## src/hdl/counter_pkg.sv

```systemverilog
// Package with register map, flag layout and carrier types of the event counter.
package counter_pkg;

  localparam int ADDR_W   = 8;
  localparam int DATA_W   = 32;
  localparam int IRQ_W    = 4;

  ////////////////////////////////////////////////////////////////////////////
  // Register byte offsets.
  localparam logic [7:0] SCAN_OFS     = 8'h00;
  localparam logic [7:0] PRESET_OFS   = 8'h04;
  localparam logic [7:0] ACC_OFS      = 8'h08;
  localparam logic [7:0] FLAGS_OFS    = 8'h0C;
  localparam logic [7:0] MODE_OFS     = 8'h10;
  localparam logic [7:0] IRQ_STAT_OFS = 8'h14;
  localparam logic [7:0] IRQ_MASK_OFS = 8'h18;

  ////////////////////////////////////////////////////////////////////////////
  // Flag positions in the status word and interrupt event positions.
  localparam int UNF_BIT     = 11;
  localparam int OVF_BIT     = 12;
  localparam int DONE_BIT    = 13;
  localparam int DOWN_EN_BIT = 14;
  localparam int UP_EN_BIT   = 15;
  localparam int EVT_OVF     = 0;
  localparam int EVT_UNF     = 1;
  localparam int EVT_DONE    = 2;
  localparam int EVT_COUNT   = 3;

  ////////////////////////////////////////////////////////////////////////////
  // Values after reset and count limits.
  localparam logic signed [15:0] ACC_RESET    = 16'sh0000;
  localparam logic signed [15:0] PRESET_RESET = 16'sh0000;
  localparam logic signed [15:0] ACC_MAX      = 16'sh7FFF;
  localparam logic signed [15:0] ACC_MIN      = 16'sh8000;
  localparam logic signed [15:0] ACC_ONE      = 16'sh0001;
  localparam logic [1:0]         MODE_RESET   = 2'h0;
  localparam logic [IRQ_W-1:0]   IRQ_RESET    = 4'h0;

  // Field order matches bits 15 down to 11 of the status word.
  typedef struct packed {
    logic upEnable;
    logic downEnable;
    logic done;
    logic overflow;
    logic underflow;
  } flags_t;

  typedef struct packed {
    logic resetRung;
    logic downRung;
    logic upRung;
  } rung_t;

endpackage : counter_pkg

```

## src/hdl/up_down_event_counter.sv

```systemverilog
// Retentive up/down event counter element with a classic Wishbone register slave.
//
// The implementer's own choices: the register addresses and the Wishbone slave port.
`timescale 1ns/1ps

// What this block does
// - A new true down rung decrements the accumulator by exactly one.
// - Accumulator holds its value until a reset operation clears it.
// - Decrement past the negative limit wraps to positive extreme, sets underflow bit 11.
// - Underflow stays set until reset or an up count reaches the positive limit.
// - Done bit 13 is set by an evaluation without reset that leaves the accumulator at or above the preset.
// - Down enable bit 14 follows the down rung; cleared by rung false or reset.
// - Accumulator and done, overflow, underflow flags survive rungs going false.
// - Entering remote run or test mode forces all count enable flags set.
// - A reset operation zeroes the accumulator and clears all five flags.
// - Reset together with an enabled count rung clears that enable flag.
// - With a negative preset, the count after a reset sets done.
// - Accumulator and preset are signed 16-bit two's complement values.
// - A new true up rung increments; wrap to negative limit sets overflow bit 12.
// - Up enable bit 15 follows the up rung; cleared by rung false or reset.
module up_down_event_counter (
  // Clock and reset
  input  wire logic                           ref_clk,
  input  wire logic                           resetn,
  // Wishbone slave
  input  wire logic                           cyc_i,
  input  wire logic                           stb_i,
  input  wire logic                           we_i,
  input  wire logic [counter_pkg::ADDR_W-1:0] adr_i,
  input  wire logic [3:0]                     sel_i,
  input  wire logic [counter_pkg::DATA_W-1:0] dat_i,
  output logic      [counter_pkg::DATA_W-1:0] dat_o,
  output logic                                ack_o,
  // Interrupt
  output logic                                irq
);

  ////////////////////////////////////////////////////////////////////////////
  // State.
  logic signed [15:0]               acc_reg;
  logic signed [15:0]               acc_next;
  logic signed [15:0]               preset_reg;
  logic signed [15:0]               preset_next;
  counter_pkg::flags_t              flags_reg;
  counter_pkg::flags_t              flags_next;
  counter_pkg::rung_t               rung_reg;
  logic [1:0]                       mode_reg;
  logic [counter_pkg::IRQ_W-1:0]    irqStat_reg;
  logic [counter_pkg::IRQ_W-1:0]    irqStat_next;
  logic [counter_pkg::IRQ_W-1:0]    irqMask_reg;
  logic [counter_pkg::DATA_W-1:0]   dat_reg;
  logic                             ack_reg;

  ////////////////////////////////////////////////////////////////////////////
  // Bus decode. The answer comes one cycle after the request; writes and
  // read side effects happen at the edge where ack is high.
  wire busReq     = cyc_i & stb_i;
  wire ackPhase   = busReq & ack_reg;
  wire wrDone     = ackPhase & we_i;
  wire rdDone     = ackPhase & ~we_i;
  wire hitScan    = adr_i == counter_pkg::SCAN_OFS;
  wire hitPreset  = adr_i == counter_pkg::PRESET_OFS;
  wire hitAcc     = adr_i == counter_pkg::ACC_OFS;
  wire hitFlags   = adr_i == counter_pkg::FLAGS_OFS;
  wire hitMode    = adr_i == counter_pkg::MODE_OFS;
  wire hitIrqStat = adr_i == counter_pkg::IRQ_STAT_OFS;
  wire hitIrqMask = adr_i == counter_pkg::IRQ_MASK_OFS;

  // One write to the scan register is one evaluation of the three rungs.
  wire evalNow   = wrDone & hitScan & sel_i[0];
  wire upRungIn  = dat_i[0];
  wire dnRungIn  = dat_i[1];
  wire rstRungIn = dat_i[2];
  wire modeWr    = wrDone & hitMode & sel_i[0];
  // Only a mode bit going from clear to set is an entry into that mode.
  wire modeEntry = modeWr & (|(dat_i[1:0] & ~mode_reg));

  ////////////////////////////////////////////////////////////////////////////
  // Counting datapath.
  wire upEdge = upRungIn & ~flags_reg.upEnable;
  wire dnEdge = dnRungIn & ~flags_reg.downEnable;
  wire upWrap = upEdge & (acc_reg == counter_pkg::ACC_MAX);
  // Sums stay at 16 bits so the wrap falls out of two's complement.
  wire signed [15:0] accUp = upEdge ? acc_reg + counter_pkg::ACC_ONE : acc_reg;
  wire dnWrap = dnEdge & (accUp == counter_pkg::ACC_MIN);
  wire signed [15:0] accDn = dnEdge ? accUp - counter_pkg::ACC_ONE : accUp;

  always_comb begin
    acc_next   = acc_reg;
    flags_next = flags_reg;
    if (evalNow) begin
      if (rstRungIn) begin
        // Reset wins over any count in the same evaluation.
        acc_next   = counter_pkg::ACC_RESET;
        flags_next = '0;
      end else begin
        acc_next              = accDn;
        flags_next.upEnable   = upRungIn;
        flags_next.downEnable = dnRungIn;
        flags_next.done       = accDn >= preset_reg;
        if (upWrap) begin
          flags_next.overflow = 1'b1;
        end else if (dnEdge) begin
          flags_next.overflow = 1'b0;
        end
        if (dnWrap) begin
          flags_next.underflow = 1'b1;
        end else if (upEdge && accUp == counter_pkg::ACC_MAX) begin
          flags_next.underflow = 1'b0;
        end
      end
    end
    if (modeEntry) begin
      flags_next.upEnable   = 1'b1;
      flags_next.downEnable = 1'b1;
    end
  end

  assign preset_next = (wrDone & hitPreset) ?
                       {sel_i[1] ? dat_i[15:8] : preset_reg[15:8], sel_i[0] ? dat_i[7:0] : preset_reg[7:0]} :
                       preset_reg;

  ////////////////////////////////////////////////////////////////////////////
  // Interrupt status. A read clears only the bits it returned, so an event
  // landing between capture and ack is never lost; a set beats a clear.
  wire [counter_pkg::IRQ_W-1:0] irqEvt = {
    evalNow & (upEdge | dnEdge) & ~rstRungIn,
    ~flags_reg.done & flags_next.done,
    ~flags_reg.underflow & flags_next.underflow,
    ~flags_reg.overflow & flags_next.overflow
  };
  wire [counter_pkg::IRQ_W-1:0] irqClr = (rdDone & hitIrqStat) ? dat_reg[counter_pkg::IRQ_W-1:0] : '0;
  assign irqStat_next = (irqStat_reg & ~irqClr) | irqEvt;
  assign irq          = |(irqStat_reg & irqMask_reg);

  ////////////////////////////////////////////////////////////////////////////
  // Read mux; unmapped offsets read as zero and are still acknowledged.
  wire [counter_pkg::DATA_W-1:0] rdData =
    hitScan    ? {29'h0, rung_reg} :
    hitPreset  ? {16'h0, preset_reg} :
    hitAcc     ? {16'h0, acc_reg} :
    hitFlags   ? {16'h0, flags_reg, 11'h0} :
    hitMode    ? {30'h0, mode_reg} :
    hitIrqStat ? {28'h0, irqStat_reg} :
    hitIrqMask ? {28'h0, irqMask_reg} : 32'h0000_0000;

  assign dat_o = dat_reg;
  assign ack_o = ack_reg;

  ////////////////////////////////////////////////////////////////////////////
  // Registers.
  always_ff @(posedge ref_clk) begin
    if (!resetn) begin
      ack_reg <= 1'b0;
      dat_reg <= 32'h0000_0000;
    end else begin
      ack_reg <= busReq & ~ack_reg;
      if (busReq & ~ack_reg) begin
        dat_reg <= rdData;
      end
    end
  end

  always_ff @(posedge ref_clk) begin
    if (!resetn) begin
      acc_reg     <= counter_pkg::ACC_RESET;
      flags_reg   <= '0;
      preset_reg  <= counter_pkg::PRESET_RESET;
      irqStat_reg <= counter_pkg::IRQ_RESET;
    end else begin
      acc_reg     <= acc_next;
      flags_reg   <= flags_next;
      preset_reg  <= preset_next;
      irqStat_reg <= irqStat_next;
    end
  end

  always_ff @(posedge ref_clk) begin
    if (!resetn) begin
      rung_reg    <= '0;
      mode_reg    <= counter_pkg::MODE_RESET;
      irqMask_reg <= counter_pkg::IRQ_RESET;
    end else begin
      if (evalNow) begin
        rung_reg <= dat_i[2:0];
      end
      if (modeWr) begin
        mode_reg <= dat_i[1:0];
      end
      if (wrDone & hitIrqMask & sel_i[0]) begin
        irqMask_reg <= dat_i[counter_pkg::IRQ_W-1:0];
      end
    end
  end
endmodule : up_down_event_counter

```

## config.mk

```make
export PLATFORM = sky130hd
export DESIGN_NAME = up_down_event_counter
export DESIGN_NICKNAME = d
export VERILOG_FILES = /design/src/hdl/counter_pkg.sv /design/src/hdl/up_down_event_counter.sv
export SDC_FILE = /design/constraint.sdc
export NUM_CORES = 1
export LEC_CHECK = 0
export BUFFER_PORTS_ARGS = -buffer_cell sky130_fd_sc_hd__buf_2
export CAP_MARGIN = 20
export CORE_UTILIZATION = 55
export DETAILED_ROUTE_END_ITERATION = 8
export MAX_ROUTING_LAYER = met4
export PLACE_DENSITY = 0.86
export SLEW_MARGIN = 10
export SYNTH_ARGS = -nofsm -noshare
export SYNTH_HDL_FRONTEND = slang
export SYNTH_SLANG_ARGS = --single-unit
```

## constraint.sdc

```tcl
create_clock -name ref_clk -period 7.35 [get_ports ref_clk]
set_input_delay 1.47 -clock ref_clk [delete_from_list [all_inputs] [get_ports ref_clk]]
set_output_delay 1.47 -clock ref_clk [all_outputs]
set_load 0.01 [all_outputs]
```

### Yosys cells after proc, flatten, opt, wreduce, memory -nomap -nowiden

Index checks and enable logic that the tools add are counted.

* input bits: 49
* register bits: 83
* word-level logic and storage cells: 91

* mux-type cells: 18
* equal/unequal tests: 9
* reduce and logical (&&, ||, !) cells: 7
* bitwise logic cells: 38
* order comparisons: 1
* $add $sub $neg: 2

Operators by type and width (count)
* $mux W16: 7
* $eq A16 B16 Y1 const B: 3
* $eq A8 B5 Y1 const B: 3
* $and A1 B1 Y1: 23
* $add A16 B2 Y16 const B: 1
* $eq A8 B4 Y1 const B: 2
* $ge A16 B16 Y1: 1
* $mux W4: 4
* $sub A16 B2 Y16 const B: 1
* $mux W5: 2
* $and A4 B4 Y4: 2
* $eq A8 B3 Y1 const B: 1
* $logic_not A8 Y1: 1
* $not A1 Y1: 8
* $mux W1: 4
* $not A4 Y4: 1
* $or A4 B4 Y4: 1
* $reduce_and A2 Y1: 2
* $reduce_or A4 Y1: 1
* $and A2 B2 Y2: 1
* $mux W2: 1
* $not A2 Y2: 1
* $reduce_bool A2 Y1: 1
* $reduce_or A2 Y1: 1
* other kinds (2): 2

### Logic depth before layout (Yosys ltp)

* depth in word-level cells: 11
* depth in mapped cells: 16
* gate-level depth less buffers: 16

### Least setup slack after synthesis

No wires, ideal clock.

* path kind: input port to flip-flop
* from: input dat_i[0] in the netlist's numbering
* to: register flags_reg[2] in the netlist's numbering
* buffers on the path: 0
* library setup time: 0.131 ns
* stages on the path: 14
* setup slack: 2.713 ns
* data arrival time: 4.506 ns
* path through: nor2b_1 mux2i_1 ha_1 nand2_1 nor2b_1 nand3_1 o41ai_2 xor2_1 ha_1 a21o_1 a21oi_1 o21ai_0 a221oi_1 o21ai_0

* longest elaborated chain between the ends: 7

Ends and longest elaborated chain
* start, declared: line up_down_event_counter.sv:31 `input wire logic [counter_pkg::DATA_W-1:0] dat_i,`
* $and A1 B1 Y1 (*): line up_down_event_counter.sv:80 `wire upEdge = upRungIn & ~flags_reg.upEnable;`
* $mux W16 (*): line up_down_event_counter.sv:84 `wire signed [15:0] accUp = upEdge ? acc_reg + counter_pkg::ACC_ONE : acc_reg;`
* $sub A16 B2 Y16: line up_down_event_counter.sv:86 `wire signed [15:0] accDn = dnEdge ? accUp - counter_pkg::ACC_ONE : accUp;`
* $mux W16 (*): line up_down_event_counter.sv:86
* $ge A16 B16 Y1 (*): line up_down_event_counter.sv:100 `flags_next.done = accDn >= preset_reg;`
* $mux W5 (*): line up_down_event_counter.sv:92 `if (rstRungIn) begin`
* $mux W5 (*): line up_down_event_counter.sv:91 `if (evalNow) begin`
* end signal, assigned: line up_down_event_counter.sv:172 `flags_reg <= flags_next;`
* end, declared: line up_down_event_counter.sv:44 `counter_pkg::flags_t flags_reg;`

Mark *: on every way between the ends. The rest lies on a longest branch, timed or not. The select of a mux whose other input is x is not followed.
A chain may end at the register's enable or synchronous reset.

### Worst setup path in the final report

Ends and elaborated chain as after synthesis.

==> out/results.ini <==
[status]
status = completed

[sta]
fin_setup_tns_ns = 0
fin_skew_ns = 0.0114
fmax_mhz = 192
slew_headroom = 0.361
slew_viol_final = 0
layout_min_cycle_time_ns = 5.20
rsz0062_at_grt = no
setup_viol = 0
hold_violations = 0
fin_ws_ns = 2.15
period_share = 0.708
worstMarginPinSlew_ns = 0.955

[placement]
gp_congestion = 1.02
dpl.hpwl_um = 8640
dp_slack_ns = 1.84
dpl.cell_count = 679
portBuffers = 48

[floorplan]
die_w_um = 92.9
die_area_mm2 = 0.00863
core_area_mm2 = 0.00785
initial_core_util = 0.579
rows = 32
die-height_um = 92.9
boundaryPins = 83

[critical_path]
crit_chain = buf_2, nor2b_1, mux2i_1, ha_1, nand2_1, nor2b_1, nand3_1, o41ai_2, xor2_1, ha_1, a21o_1, a21oi_1, o21ai_0, a221oi_1, o21ai_0
path_max_fanout = 12
crit_type = in2reg
crit_family = compound AO/OA/AOI/OAI gates
cp.arrival_ns = 5.45
cp_slowest_cell = o41ai_2
worst_ep_required_time_ns = 7.59
path_buf_inv = 1
rrSetupSlack_ns = 3.07
end_kind = register
start_kind = input pin
max_stage_delay_ns = 0.53

[cells_and_area]
drive_above_1_share = 0.138
area_growth_pct = 8.92
finalNonFillerCells = 696
fillers = 649
final_cell_mix = dfxtp_1 (67), buf_2 (48), nor2_1 (44)
final_util = 0.631
finalNetCount = 659
final_common_cell = dfxtp_1
multiInputGateArea_mm2 = 0.00290
register_area_mm2 = 0.00134
antenna_cells = 0

[clock_tree]
cts_buffers = 9
h-tree-depth = 3
hold_buffers = 0
cts_setup_buffers = 0
cts_sinks = 67
cts_tree = built
insertion_delay_ns = 0.37
root_buffer = clkbuf_8
clk_path_buf_depth = 2
ctsResizeCount = 0
clk_pin_slew_ns = 0.09

[yosys]
synth_cell_types = 62
avgSynthCellArea_um2 = 8.06
yosysWarnings = 0
synth-edff-count = 0
syn_inst = 564
async_reset_ff_frac = 0
ys_seq_elements = 67
synth_area_mm2 = 0.00455
synth_top_flop_cell = dfxtp_1
yosysSeqAreaShare = 0.295

[routing]
wl_per_cell_um = 17.3
viasPerCell = 6.25
drt_iter0_drc = 405
drcViolationCount = 0
finalWirelength_um = 12000
via_count = 4348
drt.antenna.violating_nets = 0
drt_first_pass_iters = 7

[global_routing]
grt_start_max_net_pins = 74
grt_pass1_vias = 4105
antenna_found_initial = 0
grt_pass1_wl_um = 19900
grt_use_total = 0.303
grt.overflow.total = 0

[power_and_ir_drop]
irDropWorstVdd_mv = 0.146
leakage_uw = 0.00198
p_per_area_mw_per_mm2 = 156

[hold_path]
hp-class = reg2reg

[job]
drv_cap = 0

cells in the mapped netlist, drive strengths merged, types with 4 or more instances:
master / count / share of area
nor2b: 36 / 0.050
nand2: 36 / 0.030
and2: 11 / 0.015
a21oi: 19 / 0.021
or3: 4 / 0.0055
mux2: 6 / 0.015
nor3: 12 / 0.013
xnor2: 20 / 0.039
xor2: 9 / 0.017
a21boi: 4 / 0.0066
nand4: 9 / 0.012
nor2: 45 / 0.038
inv: 27 / 0.022
dfxtp: 67 / 0.30
ha: 21 / 0.058
nand3: 22 / 0.025
nand3b: 5 / 0.0083
nand4b: 4 / 0.0077
nor4: 10 / 0.017
a21o: 7 / 0.012
nand2b: 4 / 0.0055
or2: 6 / 0.0083
o21ai: 25 / 0.028
mux2i: 27 / 0.059
nor3b: 7 / 0.012
and3: 9 / 0.012
a22oi: 15 / 0.025
clkbuf: 30 / 0.025
a32o: 5 / 0.011
a221oi: 8 / 0.015
buf: 22 / 0.032
worst reg2reg max path, stage by stage, from the launching register on:
cell	delay, ns
dfxtp_1	0.42
nor2b_1	0.38
mux2i_1	0.45
ha_1	0.22
nand2_1	0.08
nor2b_1	0.34
nand3_1	0.24
o41ai_2	0.53
xor2_1	0.19
ha_1	0.26
a21o_1	0.17
a21oi_1	0.15
o21ai_0	0.12
a221oi_1	0.45
o21ai_0	0.16
path summary, 6_finish.rpt:
check / from / endpoint / depth (start not counted)
max: dat_i[0] / flags_reg[2]$_SDFF_PN0_ / 15
min: flags_reg[0]$_SDFF_PN0_ / irqStat_reg[1]$_SDFF_PN0_ / 1
max reg2reg: flags_reg[4]$_SDFFE_PN0P_ / flags_reg[2]$_SDFF_PN0_ / 14
min reg2reg: flags_reg[0]$_SDFF_PN0_ / irqStat_reg[1]$_SDFF_PN0_ / 1
metrics by stage:
stage	area, um^2	power [uW]	hold slack (ns)
after floorplan	4600	433	0.427
after global placement	4720	446	0.448
after detailed placement	4720	449	0.469
after CTS	4930	773	0.489
after global routing	4950	798	0.499
final	4950	773	0.494
kinds of logic (layout without fill, tap and decap cells):
logic type / count (synthesis) / after routing / share of synthesized area
simple gates: 224 / 224 / 0.267
compound gates: 110 / 110 / 0.170
buf+inv: 79 / 94 / 0.0796
flops: 67 / 67 / 0.295
mux: 33 / 33 / 0.0743
xor+xnor: 29 / 29 / 0.0559
fa+ha+maj: 21 / 21 / 0.0578
other cells: 1 / 16 / 0.000825
per-layer routing:
layer | track usage | wire length, um | up-vias
met5 | - | 0 | -
met3 | 0.0706 | 1070 | 50
met1 | 0.369 | 4970 | 2024
met4 | 0.138 | 484 | 0
li1 | - | - | 2022
met2 | 0.475 | 5500 | 252
power breakdown:
group | switching [uW] | internal [uW] | leakage (uW)
Sequential | 1.92 | 365 | 0.000541
Clock | 167 | 162 | 0.0000988
Combinational | 45.1 | 31.1 | 0.00134
Total | 214 | 559 | 0.00198
cell type report:
type,count,area share
multi-input combinational,433,0.586
sequential,67,0.271
timing repair buffer,51,0.0556
tap,102,0.0258
clock buffer,9,0.0250
inverter,27,0.0205
clock inverter,7,0.0167
Power figures use the tool's default switching activity.
